File: src/ucpd_consts.svh
/*
  timing and encoding constants for the charging-port detect control.
  assumes inclusion by bare name from the package and design files.
*/
`ifndef UCPD_CONSTS_SVH
`define UCPD_CONSTS_SVH

// mode-select codes (bit1, bit2, bit3)
`define UCPD_SEL_DCP_LO 3'h0
`define UCPD_SEL_DCP_HI 3'h1
`define UCPD_SEL_SDP1 3'h6
`define UCPD_SEL_CDP 3'h7
// high two bits of the code
`define UCPD_GRP_DCP 2'h0
`define UCPD_GRP_SDP 2'h1
`define UCPD_GRP_CLIENT 2'h2
`define UCPD_GRP_HIGH 2'h3

// 1.2 v scheme interval in microseconds, clock period in ns
`define UCPD_T_1V2_US 100
`define UCPD_CLK_NS 8
`define UCPD_T_1V2_CYC ((`UCPD_T_1V2_US * 1000) / `UCPD_CLK_NS)
// output discharge time in microseconds
`define UCPD_T_DIS_US 200
`define UCPD_T_DIS_CYC ((`UCPD_T_DIS_US * 1000) / `UCPD_CLK_NS)

// register map (byte addresses)
`define UCPD_ADDR_CTRL 12'h000
`define UCPD_ADDR_STAT 12'h004
// control fields
`define UCPD_CTRL_EN 3
// status field positions
`define UCPD_ST_SCHEME_LSB 0
`define UCPD_ST_DATA_SW 4
`define UCPD_ST_PWR_SW 5
`define UCPD_ST_DIS 6
`define UCPD_ST_SHORT 7
`define UCPD_ST_BIAS27 8
`define UCPD_ST_BIAS12 9

`endif

File: src/ucpd_pkg.sv
/*
  types for the charging-port detect control.
  assumes ucpd_consts.svh is on the include path.
*/
package ucpd_pkg;
  `include "ucpd_consts.svh"

  typedef enum logic [1:0] {
    UCPD_MODE_DCP,
    UCPD_MODE_SDP,
    UCPD_MODE_CLIENT,
    UCPD_MODE_CDP
  } ucpd_mode_e;

  // charger autodetect scheme
  typedef enum logic [1:0] {
    UCPD_SCH_OFF,
    UCPD_SCH_HIGH_BIAS,
    UCPD_SCH_1V2,
    UCPD_SCH_SHORTED
  } ucpd_scheme_e;

  // digital indications from the analog detection front end
  typedef struct packed {
    logic attach;
    logic bc12_type;
    logic line_release;
  } ucpd_detect_s;

  // analog control outputs
  typedef struct packed {
    logic short_lines;
    logic bias_2v7;
    logic bias_1v2;
    logic data_switch;
    logic power_switch;
    logic discharge;
  } ucpd_drive_s;
endpackage

File: src/ucpd_ctrl.sv
/*
  charging-port detect control: mode decode, charger autodetect state
  machine, data and power switch control, ahb-lite register slave.
  assumes the analog front end reports attach, device type and line
  release as levels, and mode-select pins come straight from pins.
*/
// The implementer's own choices: the placing of the registers and register access over AHB-Lite.
// Functional notes
// - dedicated charging runs the autodetect machine while enable pin and sw_en are high, no sub-mode choices.
// - shorted scheme ties d+ and d- through at most 200 ohms.
// - high-bias scheme drives 2.7 v onto both data lines.
// - 1.2 v scheme shorts lines, pulls to 1.2 v, then goes shorted.
// - autodetect starts in the high-bias scheme.
// - bc1.2 attach: power on, no discharge, brief 1.2 v, then shorted.
// - stay shorted until line released, then return to high bias.
// - device accepting high bias keeps the machine in high bias.
// - client mode keeps power switch off, data switch on.
// - data switches closed in cdp, sdp or client mode.
// - data switches enabled only while enable is high.
// - cdp keeps data switches closed, also during handshaking.
// - data switches open when enable low or dedicated charging.
// - current limit does not open the data switches.
// - data switches open while vbus discharge runs.
// - no discharge on 000/001 or 110/111 code changes.
// - codes decode to dcp, sdp, client, cdp as documented.
`timescale 1ns/100ps
`default_nettype none
`include "ucpd_consts.svh"

module ucpd_ctrl #(
  parameter int T_1V2_CYC = `UCPD_T_1V2_CYC,
  parameter int T_DIS_CYC = `UCPD_T_DIS_CYC
) (
  // clock and reset
  input wire logic hclk,
  input wire logic hresetn,
  // ahb-lite slave
  input wire logic hsel,
  input wire logic [11:0] haddr,
  input wire logic [1:0] htrans,
  input wire logic hwrite,
  input wire logic [2:0] hsize,
  input wire logic [31:0] hwdata,
  input wire logic hready,
  output logic [31:0] hrdata,
  output logic hreadyout,
  output logic hresp,
  // pins from host system
  input wire logic mode_select_bit1,
  input wire logic mode_select_bit2,
  input wire logic mode_select_bit3,
  input wire logic enable_pin,
  // analog front end
  input wire ucpd_pkg::ucpd_detect_s detect,
  output ucpd_pkg::ucpd_drive_s drive
);
  import ucpd_pkg::*;

  localparam int CW = $clog2(T_DIS_CYC > T_1V2_CYC ? T_DIS_CYC + 1
                                                    : T_1V2_CYC + 1);

  // pin synchronisers
  logic [6:0] sync1;
  logic [6:0] sync2;
  always_ff @(posedge hclk or negedge hresetn) begin
    if (!hresetn) begin
      sync1 <= 7'h00;
      sync2 <= 7'h00;
    end else begin
      sync1 <= {mode_select_bit1, mode_select_bit2, mode_select_bit3,
                enable_pin, detect.attach, detect.bc12_type,
                detect.line_release};
      sync2 <= sync1;
    end
  end
  wire logic [2:0] sel = sync2[6:4];
  wire logic en_s = sync2[3];
  wire logic att_s = sync2[2];
  wire logic bc_s = sync2[1];
  wire logic rel_s = sync2[0];

  // software enable register
  logic sw_en;

  // mode decode
  ucpd_mode_e mode;
  always_comb begin
    case (sel[2:1])
      `UCPD_GRP_DCP: mode = UCPD_MODE_DCP;
      `UCPD_GRP_SDP: mode = UCPD_MODE_SDP;
      `UCPD_GRP_CLIENT: mode = UCPD_MODE_CLIENT;
      `UCPD_GRP_HIGH: mode = (sel == `UCPD_SEL_CDP) ? UCPD_MODE_CDP
                                                     : UCPD_MODE_SDP;
      default: mode = UCPD_MODE_DCP;
    endcase
  end

  // discharge on any mode-select code change except the paired codes
  logic [2:0] sel_q;
  logic sel_valid;
  // compare only once the synchronisers hold real pin data
  logic [1:0] fill;
  logic [CW-1:0] dis_cnt;
  logic discharging;
  wire logic pair_lo = (sel_q[2:1] == `UCPD_GRP_DCP) &&
                       (sel[2:1] == `UCPD_GRP_DCP);
  wire logic pair_hi = (sel_q[2:1] == `UCPD_GRP_HIGH) &&
                       (sel[2:1] == `UCPD_GRP_HIGH);
  wire logic sel_chg = sel_valid && (sel != sel_q) &&
                       !pair_lo && !pair_hi;
  always_ff @(posedge hclk or negedge hresetn) begin
    if (!hresetn) begin
      sel_q <= 3'h0;
      sel_valid <= 1'b0;
      fill <= 2'h0;
    end else begin
      sel_q <= sel;
      fill <= {fill[0], 1'b1};
      sel_valid <= fill[1];
    end
  end
  always_ff @(posedge hclk or negedge hresetn) begin
    if (!hresetn) begin
      dis_cnt <= '0;
    end else if (sel_chg) begin
      dis_cnt <= CW'(T_DIS_CYC - 1);
    end else if (dis_cnt != '0) begin
      dis_cnt <= dis_cnt - CW'(1);
    end
  end
  assign discharging = (dis_cnt != '0);
  // discharge shows from the cycle the change is seen
  wire logic dis_now = sel_chg || discharging;

  // charger autodetect state machine
  ucpd_scheme_e scheme;
  ucpd_scheme_e next_scheme;
  logic [CW-1:0] t12;
  wire logic dcp_on = (mode == UCPD_MODE_DCP) && en_s && sw_en;
  always_comb begin
    next_scheme = scheme;
    case (scheme)
      UCPD_SCH_OFF: if (dcp_on) begin
        next_scheme = UCPD_SCH_HIGH_BIAS;
      end
      UCPD_SCH_HIGH_BIAS: if (att_s && bc_s) begin
        next_scheme = UCPD_SCH_1V2;
      end // non-bc1.2 attach stays here
      UCPD_SCH_1V2: if (t12 == '0) begin
        next_scheme = UCPD_SCH_SHORTED;
      end
      UCPD_SCH_SHORTED: if (rel_s) begin
        next_scheme = UCPD_SCH_HIGH_BIAS;
      end
      default: next_scheme = UCPD_SCH_OFF;
    endcase
    if (!dcp_on) begin
      next_scheme = UCPD_SCH_OFF;
    end
  end
  always_ff @(posedge hclk or negedge hresetn) begin
    if (!hresetn) begin
      scheme <= UCPD_SCH_OFF;
    end else begin
      scheme <= next_scheme;
    end
  end
  always_ff @(posedge hclk or negedge hresetn) begin
    if (!hresetn) begin
      t12 <= '0;
    end else if (scheme != UCPD_SCH_1V2) begin
      t12 <= CW'(T_1V2_CYC - 1);
    end else if (t12 != '0) begin
      t12 <= t12 - CW'(1);
    end
  end

  // analog drive outputs
  always_ff @(posedge hclk or negedge hresetn) begin
    if (!hresetn) begin
      drive <= '0;
    end else begin
      drive.bias_2v7 <= (next_scheme == UCPD_SCH_HIGH_BIAS);
      drive.bias_1v2 <= (next_scheme == UCPD_SCH_1V2);
      drive.short_lines <= (next_scheme == UCPD_SCH_1V2) ||
                           (next_scheme == UCPD_SCH_SHORTED);
      // power stays on through the autodetect moves
      drive.power_switch <= en_s && sw_en && !dis_now &&
                            (mode != UCPD_MODE_CLIENT);
      drive.discharge <= dis_now;
      // current limit is not an input here
      drive.data_switch <= en_s && sw_en && !dis_now &&
                           (mode != UCPD_MODE_DCP);
    end
  end

  // ahb-lite slave, zero wait states
  logic ph_valid;
  logic ph_write;
  logic [11:0] ph_addr;
  always_ff @(posedge hclk or negedge hresetn) begin
    if (!hresetn) begin
      ph_valid <= 1'b0;
      ph_write <= 1'b0;
      ph_addr <= 12'h000;
    end else if (hready) begin
      ph_valid <= hsel && htrans[1];
      ph_write <= hwrite;
      ph_addr <= haddr;
    end
  end
  always_ff @(posedge hclk or negedge hresetn) begin
    if (!hresetn) begin
      sw_en <= 1'b1;
    end else if (ph_valid && ph_write &&
                 ph_addr == `UCPD_ADDR_CTRL) begin
      sw_en <= hwdata[`UCPD_CTRL_EN];
    end
  end
  logic [31:0] next_rdata;
  always_comb begin
    next_rdata = 32'h0000_0000;
    if (hsel && htrans[1] && !hwrite) begin
      case (haddr)
        `UCPD_ADDR_CTRL: begin
          next_rdata[2:0] = sel;
          next_rdata[`UCPD_CTRL_EN] = sw_en;
        end
        `UCPD_ADDR_STAT: begin
          next_rdata[`UCPD_ST_SCHEME_LSB +: 2] = scheme;
          next_rdata[`UCPD_ST_DATA_SW] = drive.data_switch;
          next_rdata[`UCPD_ST_PWR_SW] = drive.power_switch;
          next_rdata[`UCPD_ST_DIS] = drive.discharge;
          next_rdata[`UCPD_ST_SHORT] = drive.short_lines;
          next_rdata[`UCPD_ST_BIAS27] = drive.bias_2v7;
          next_rdata[`UCPD_ST_BIAS12] = drive.bias_1v2;
        end
        default: next_rdata = 32'h0000_0000;
      endcase
    end
  end
  always_ff @(posedge hclk or negedge hresetn) begin
    if (!hresetn) begin
      hrdata <= 32'h0000_0000;
      hreadyout <= 1'b1;
      hresp <= 1'b0;
    end else begin
      if (hready) begin
        hrdata <= next_rdata;
      end
      hreadyout <= 1'b1;
      hresp <= 1'b0;
    end
  end

  // assertions
  property p_data_off_dcp;
    @(posedge hclk) disable iff (!hresetn)
      (mode == UCPD_MODE_DCP) |=> !drive.data_switch;
  endproperty
  a_data_off_dcp: assert property (p_data_off_dcp)
    else $error("data switch closed in dedicated charging");

  property p_data_on_modes;
    @(posedge hclk) disable iff (!hresetn)
      (en_s && sw_en && !dis_now && mode != UCPD_MODE_DCP)
      |=> drive.data_switch;
  endproperty
  a_data_on_modes: assert property (p_data_on_modes)
    else $error("data switch open in data mode");

  property p_data_en;
    @(posedge hclk) disable iff (!hresetn)
      !en_s |=> !drive.data_switch;
  endproperty
  a_data_en: assert property (p_data_en)
    else $error("data switch closed with enable low");

  property p_dis_data;
    @(posedge hclk) disable iff (!hresetn)
      drive.discharge |-> !drive.data_switch && !drive.power_switch;
  endproperty
  a_dis_data: assert property (p_dis_data)
    else $error("switch closed during discharge");

  property p_client_pwr;
    @(posedge hclk) disable iff (!hresetn)
      (mode == UCPD_MODE_CLIENT) |=> !drive.power_switch;
  endproperty
  a_client_pwr: assert property (p_client_pwr)
    else $error("power on in client mode");

  property p_no_dis_pair;
    @(posedge hclk) disable iff (!hresetn)
      (sel_valid && sel_q == `UCPD_SEL_DCP_LO && sel == `UCPD_SEL_DCP_HI
       && !discharging) |=> !discharging;
  endproperty
  a_no_dis_pair: assert property (p_no_dis_pair)
    else $error("discharge on paired code change");

  property p_start_bias;
    @(posedge hclk) disable iff (!hresetn)
      (scheme == UCPD_SCH_OFF && dcp_on) |=> scheme == UCPD_SCH_HIGH_BIAS;
  endproperty
  a_start_bias: assert property (p_start_bias)
    else $error("autodetect did not start in high bias");

  property p_1v2_then_short;
    @(posedge hclk) disable iff (!hresetn)
      (scheme == UCPD_SCH_1V2 && t12 == '0 && dcp_on)
      |=> scheme == UCPD_SCH_SHORTED;
  endproperty
  a_1v2_then_short: assert property (p_1v2_then_short)
    else $error("1.2 v scheme did not end in shorted");

  property p_short_release;
    @(posedge hclk) disable iff (!hresetn)
      (scheme == UCPD_SCH_SHORTED && rel_s && dcp_on)
      |=> scheme == UCPD_SCH_HIGH_BIAS;
  endproperty
  a_short_release: assert property (p_short_release)
    else $error("shorted scheme did not return on release");

  property p_bias_stay;
    @(posedge hclk) disable iff (!hresetn)
      (scheme == UCPD_SCH_HIGH_BIAS && !bc_s && dcp_on)
      |=> scheme == UCPD_SCH_HIGH_BIAS;
  endproperty
  a_bias_stay: assert property (p_bias_stay)
    else $error("high bias left without bc1.2 device");

  property p_no_dis_pair_hi;
    @(posedge hclk) disable iff (!hresetn)
      (sel_valid && sel_q == `UCPD_SEL_SDP1 && sel == `UCPD_SEL_CDP
       && !discharging) |=> !discharging;
  endproperty
  a_no_dis_pair_hi: assert property (p_no_dis_pair_hi)
    else $error("discharge on paired high code change");

  property p_dis_start;
    @(posedge hclk) disable iff (!hresetn)
      sel_chg |=> drive.discharge && !drive.data_switch;
  endproperty
  a_dis_start: assert property (p_dis_start)
    else $error("no discharge after mode change");
endmodule

`default_nettype wire

File: config.mk
export PLATFORM = sky130hd
export DESIGN_NAME = ucpd_ctrl
export DESIGN_NICKNAME = d
export VERILOG_FILES = /design/src/ucpd_pkg.sv /design/src/ucpd_ctrl.sv
export VERILOG_INCLUDE_DIRS = /design/src /design/src/src
export SDC_FILE = /design/constraint.sdc
export NUM_CORES = 1
export LEC_CHECK = 0
export ABC_AREA = 1
export BUFFER_PORTS_ARGS = -buffer_cell sky130_fd_sc_hd__buf_2
export CELL_PAD_IN_SITES_DETAIL_PLACEMENT = 1
export CELL_PAD_IN_SITES_GLOBAL_PLACEMENT = 1
export CORE_ASPECT_RATIO = 1.2
export CORE_MARGIN = 2
export CORE_UTILIZATION = 39
export CTS_CLUSTER_DIAMETER = 200
export DETAILED_ROUTE_END_ITERATION = 12
export PLACE_DENSITY_LB_ADDON = 0.1
export SLEW_MARGIN = 20
export SYNTH_ARGS = -nofsm -noshare
export SYNTH_HDL_FRONTEND = slang
export SYNTH_SLANG_ARGS = --single-unit
File: constraint.sdc
create_clock -name hclk -period 1.7 [get_ports hclk]
set_clock_uncertainty 0.1 [all_clocks]
set_input_delay 0.17 -clock hclk [delete_from_list [all_inputs] [get_ports hclk]]
set_output_delay 0.17 -clock hclk [all_outputs]
set_load 0.01 [all_outputs]
==> out/qor.csv <==
metric,value,unit
outcome,"complete, no violations",
drt total wl,9410,um
GP Congestion,0.794,
synth unique cells,34,
area added between synthesis and finish,21.5,%
Clock Tree Buf Depth,2,
final-stage net count,620,
DR vias/cell,4.70,
"most common cell after layout, fill and taps aside",nand2_1,
vias after detailed routing,3226,
Async SR Flop Fraction,100,%
crit start category,input pin,
Crit Reg-Reg Startpoint,dis_cnt[0],
layout cells sized above 1,19.4,%
Routed WL per cell,13.7,um
Crit Path Max Fanout,5,
First DRT Iteration DRCs,89,
Synth warnings,0,
worst IR drop on VDD,0.672,mV
Seq pwr share,48.2,%
register area share after synthesis,51.4,%
Final min period,1.59,ns
die height,116,um
total CTS buffers,9,
post-synth top area share,50.7,%
ranking of synthesized cells by area,"dfrtp_1, nand2_1, inv_1",
DRT Pass-1 Iters,4,
Fin. Hold Viols,0,
Max Used Layer,met4,
antenna violations before repair,0,
Die X,97.0,um
first-pass GRT wire length,16000,um
CP endpoint kind,flip-flop,
Min Hold Slack,0.00749,ns
pre-CTS WS,0.0511,ns
HP Start,htrans[1],
register area,2080,um2
Yosys reg bits,83,
Placed Cells,649,
Post-synth top flop,dfrtp_1,
IO buf count,41,
final setup vio count,0,
post-route antenna net violation count,0,
Synth Cell Area,4050,um2
final period utilization,93.6,%
GRT Residual Overflow,0,
Clock Latency Late Sink,0.34,ns
antenna cells,0,
dpl hpwl,6800,um
Final Worst Setup Slack,0.109,ns
Hold WC Path Type,input pin to flip-flop,
Fillers,1205,
Worst Setup SP,haddr[9],
clock share of power,43.0,%
CP dominant cell by count,nand2_1,
clock transition at the registers of the reported paths,0.07,ns
IO Pins,101,
leakage power,2.47,nW
Worst EP required,1.88,ns
H-tree Lvls,3,
Comb pwr share,8.8,%
number of enable flip-flop cells after synthesis,0,
starting density of the core,40.2,%
Rows,40,
"Slew Viols, Final",0,
most frequent cells in the layout,"nand2_1, dfrtp_1, inv_1",
Crit Path Category,input pin to flip-flop,
Multi-input gate area,1620,um2
All-Layer GR Usage,17.9,%
sw frac,25.7,%
CTS tree,yes,
post-synth top area cell,dfrtp_1,
number of global-route vias before repair,3333,
Post-Layout Cell Count,687,
Sw Pwr,0.00112,W
DRC,0,
met1 WL,3980,um
Power Total,0.00436,W
WP data arrival,1.77,ns
crit-path max cell delay,0.55,ns
Die ar.,11200,um2
fmax,629,MHz
met3 WL post-DR,199,um
PwrDens,888,nW/um2
largest net degree at the start of global routing,44,
P_int,0.00324,W
Root Driver,clkbuf_16,
slowest cell on the critical path,dlygate4sd3_1,
post-synthesis cell count,479,
cell chain of the critical path,"dlygate4sd3_1, buf_2, nor2_1, nand2_1, nor2_2, nand2_1, o21ai_0, nand2_1, nand2_1",
met2 WL post-DR,5100,um
Post-CTS Setup Inserts,0,
Post-Syn Area per Cell,8.45,um2
Core ar.,10100,um2
clk sinks,83,
# Max-Cap Violations,0,
## kinds of logic after synthesis
| kind of cell | after synthesis | synth area share [%] |
|---|---|---|
| and+or+nand+nor | 246 | 29.2 |
| DFF | 83 | 51.4 |
| adders and majority gates | 3 | 0.928 |
| buffers and inverters | 99 | 11.7 |
| other | 2 | 0.186 |
| xor gates and xnor gates | 6 | 1.30 |
| AOI/OAI and AO/OA | 40 | 5.32 |
## final cells by class
type	count	area share, %
well taps	126	3.21
flip-flops and latches	83	42.3
multi-input cells	320	32.9
repair buffers	73	10.5
clock buffers	10	4.86
inverters	69	5.27
clock inverters	6	0.992
## per-stage QoR
stage          setup TNS [ns]  area (um2)  util [%]
5_1_grt              -0.00896        4920      48.9
3_5_place_dp                0        4370      43.4
2_1_floorplan               0        4130         -
4_1_cts                     0        4880      48.5
6_report                    0        4920      48.9
3_3_place_gp                0        4370      43.4
## critical path: cells and delay by family
| kind | cells | cell delay, ns |
|---|---|---|
| buffers and inverters | 2 | 0.69 |
| AOI/OAI and AO/OA | 1 | 0.20 |
| and+or+nand+nor | 6 | 0.71 |
## path summary, 6_finish.rpt
path                               end  slack (ns)  cells past startpoint
min                           ph_valid       0.007                      3
max reg2reg                dis_cnt[11]        0.15                      7
max in group asynchronous        sw_en        0.72                      3
max                          hrdata[1]        0.11                      9
min in group asynchronous  dis_cnt[13]        0.18                      2
min reg2reg                   sync2[1]        0.25                      0
## synthesized netlist by cell type, types with 2 or more instances
cell	number
nor2_1	54
conb_1	2
dfrtp_1	82
xnor2_1	3
nand3_1	37
nor3_2	2
nor2_4	7
or2_2	2
inv_1	67
clkbuf_1	3
ha_1	3
buf_4	25
nor3_1	4
o31ai_1	2
nor2_2	8
nand2_2	4
inv_2	2
o21ai_1	4
nand2_1	103
nand2_4	2
nand3b_1	6
nand4_1	12
a21oi_1	4
o21ai_0	26
xor2_1	3
nand3_2	4
## sequential cells by signal, indices dropped and copies added, names as in the netlist
| name | cells |
|---|---|
| sel_q | 3 |
| sw_en | 1 |
| ph_write | 1 |
| ph_valid | 1 |
| scheme | 2 |
| ph_addr | 12 |
| fill | 2 |
| t12 | 15 |
| sync1 | 7 |
| sel_valid | 1 |
| drive | 6 |
| hrdata | 10 |
| sync2 | 7 |
| dis_cnt | 15 |
## power by group through the flow
stage	Sequential, W	Clock [W]	Combinational, W
4_1_cts	0.00210	0.00193	0.000380
5_1_grt	0.00211	0.00202	0.000444
6_report	0.00210	0.00188	0.000384
2_1_floorplan	0.00212	0	0.000246
3_5_place_dp	0.00214	0	0.000337
3_3_place_gp	0.00213	0	0.000326
## per-layer routing
metal | GRT usage, % | vias up
met5 | 0 | -
met4 | 6.20 | 0
met3 | 3.32 | 10
met2 | 32.2 | 29
met1 | 21.7 | 1581
li1 | - | 1606
## repair_timing
item                                    in CTS  in global routing
gates resized for setup                      0                 10
endpoints found under the hold margin       43                  0
endpoints found under the setup margin       0                 27
hold buffers                                22                  0
No activity file was read; power rests on OpenSTA's default activity.
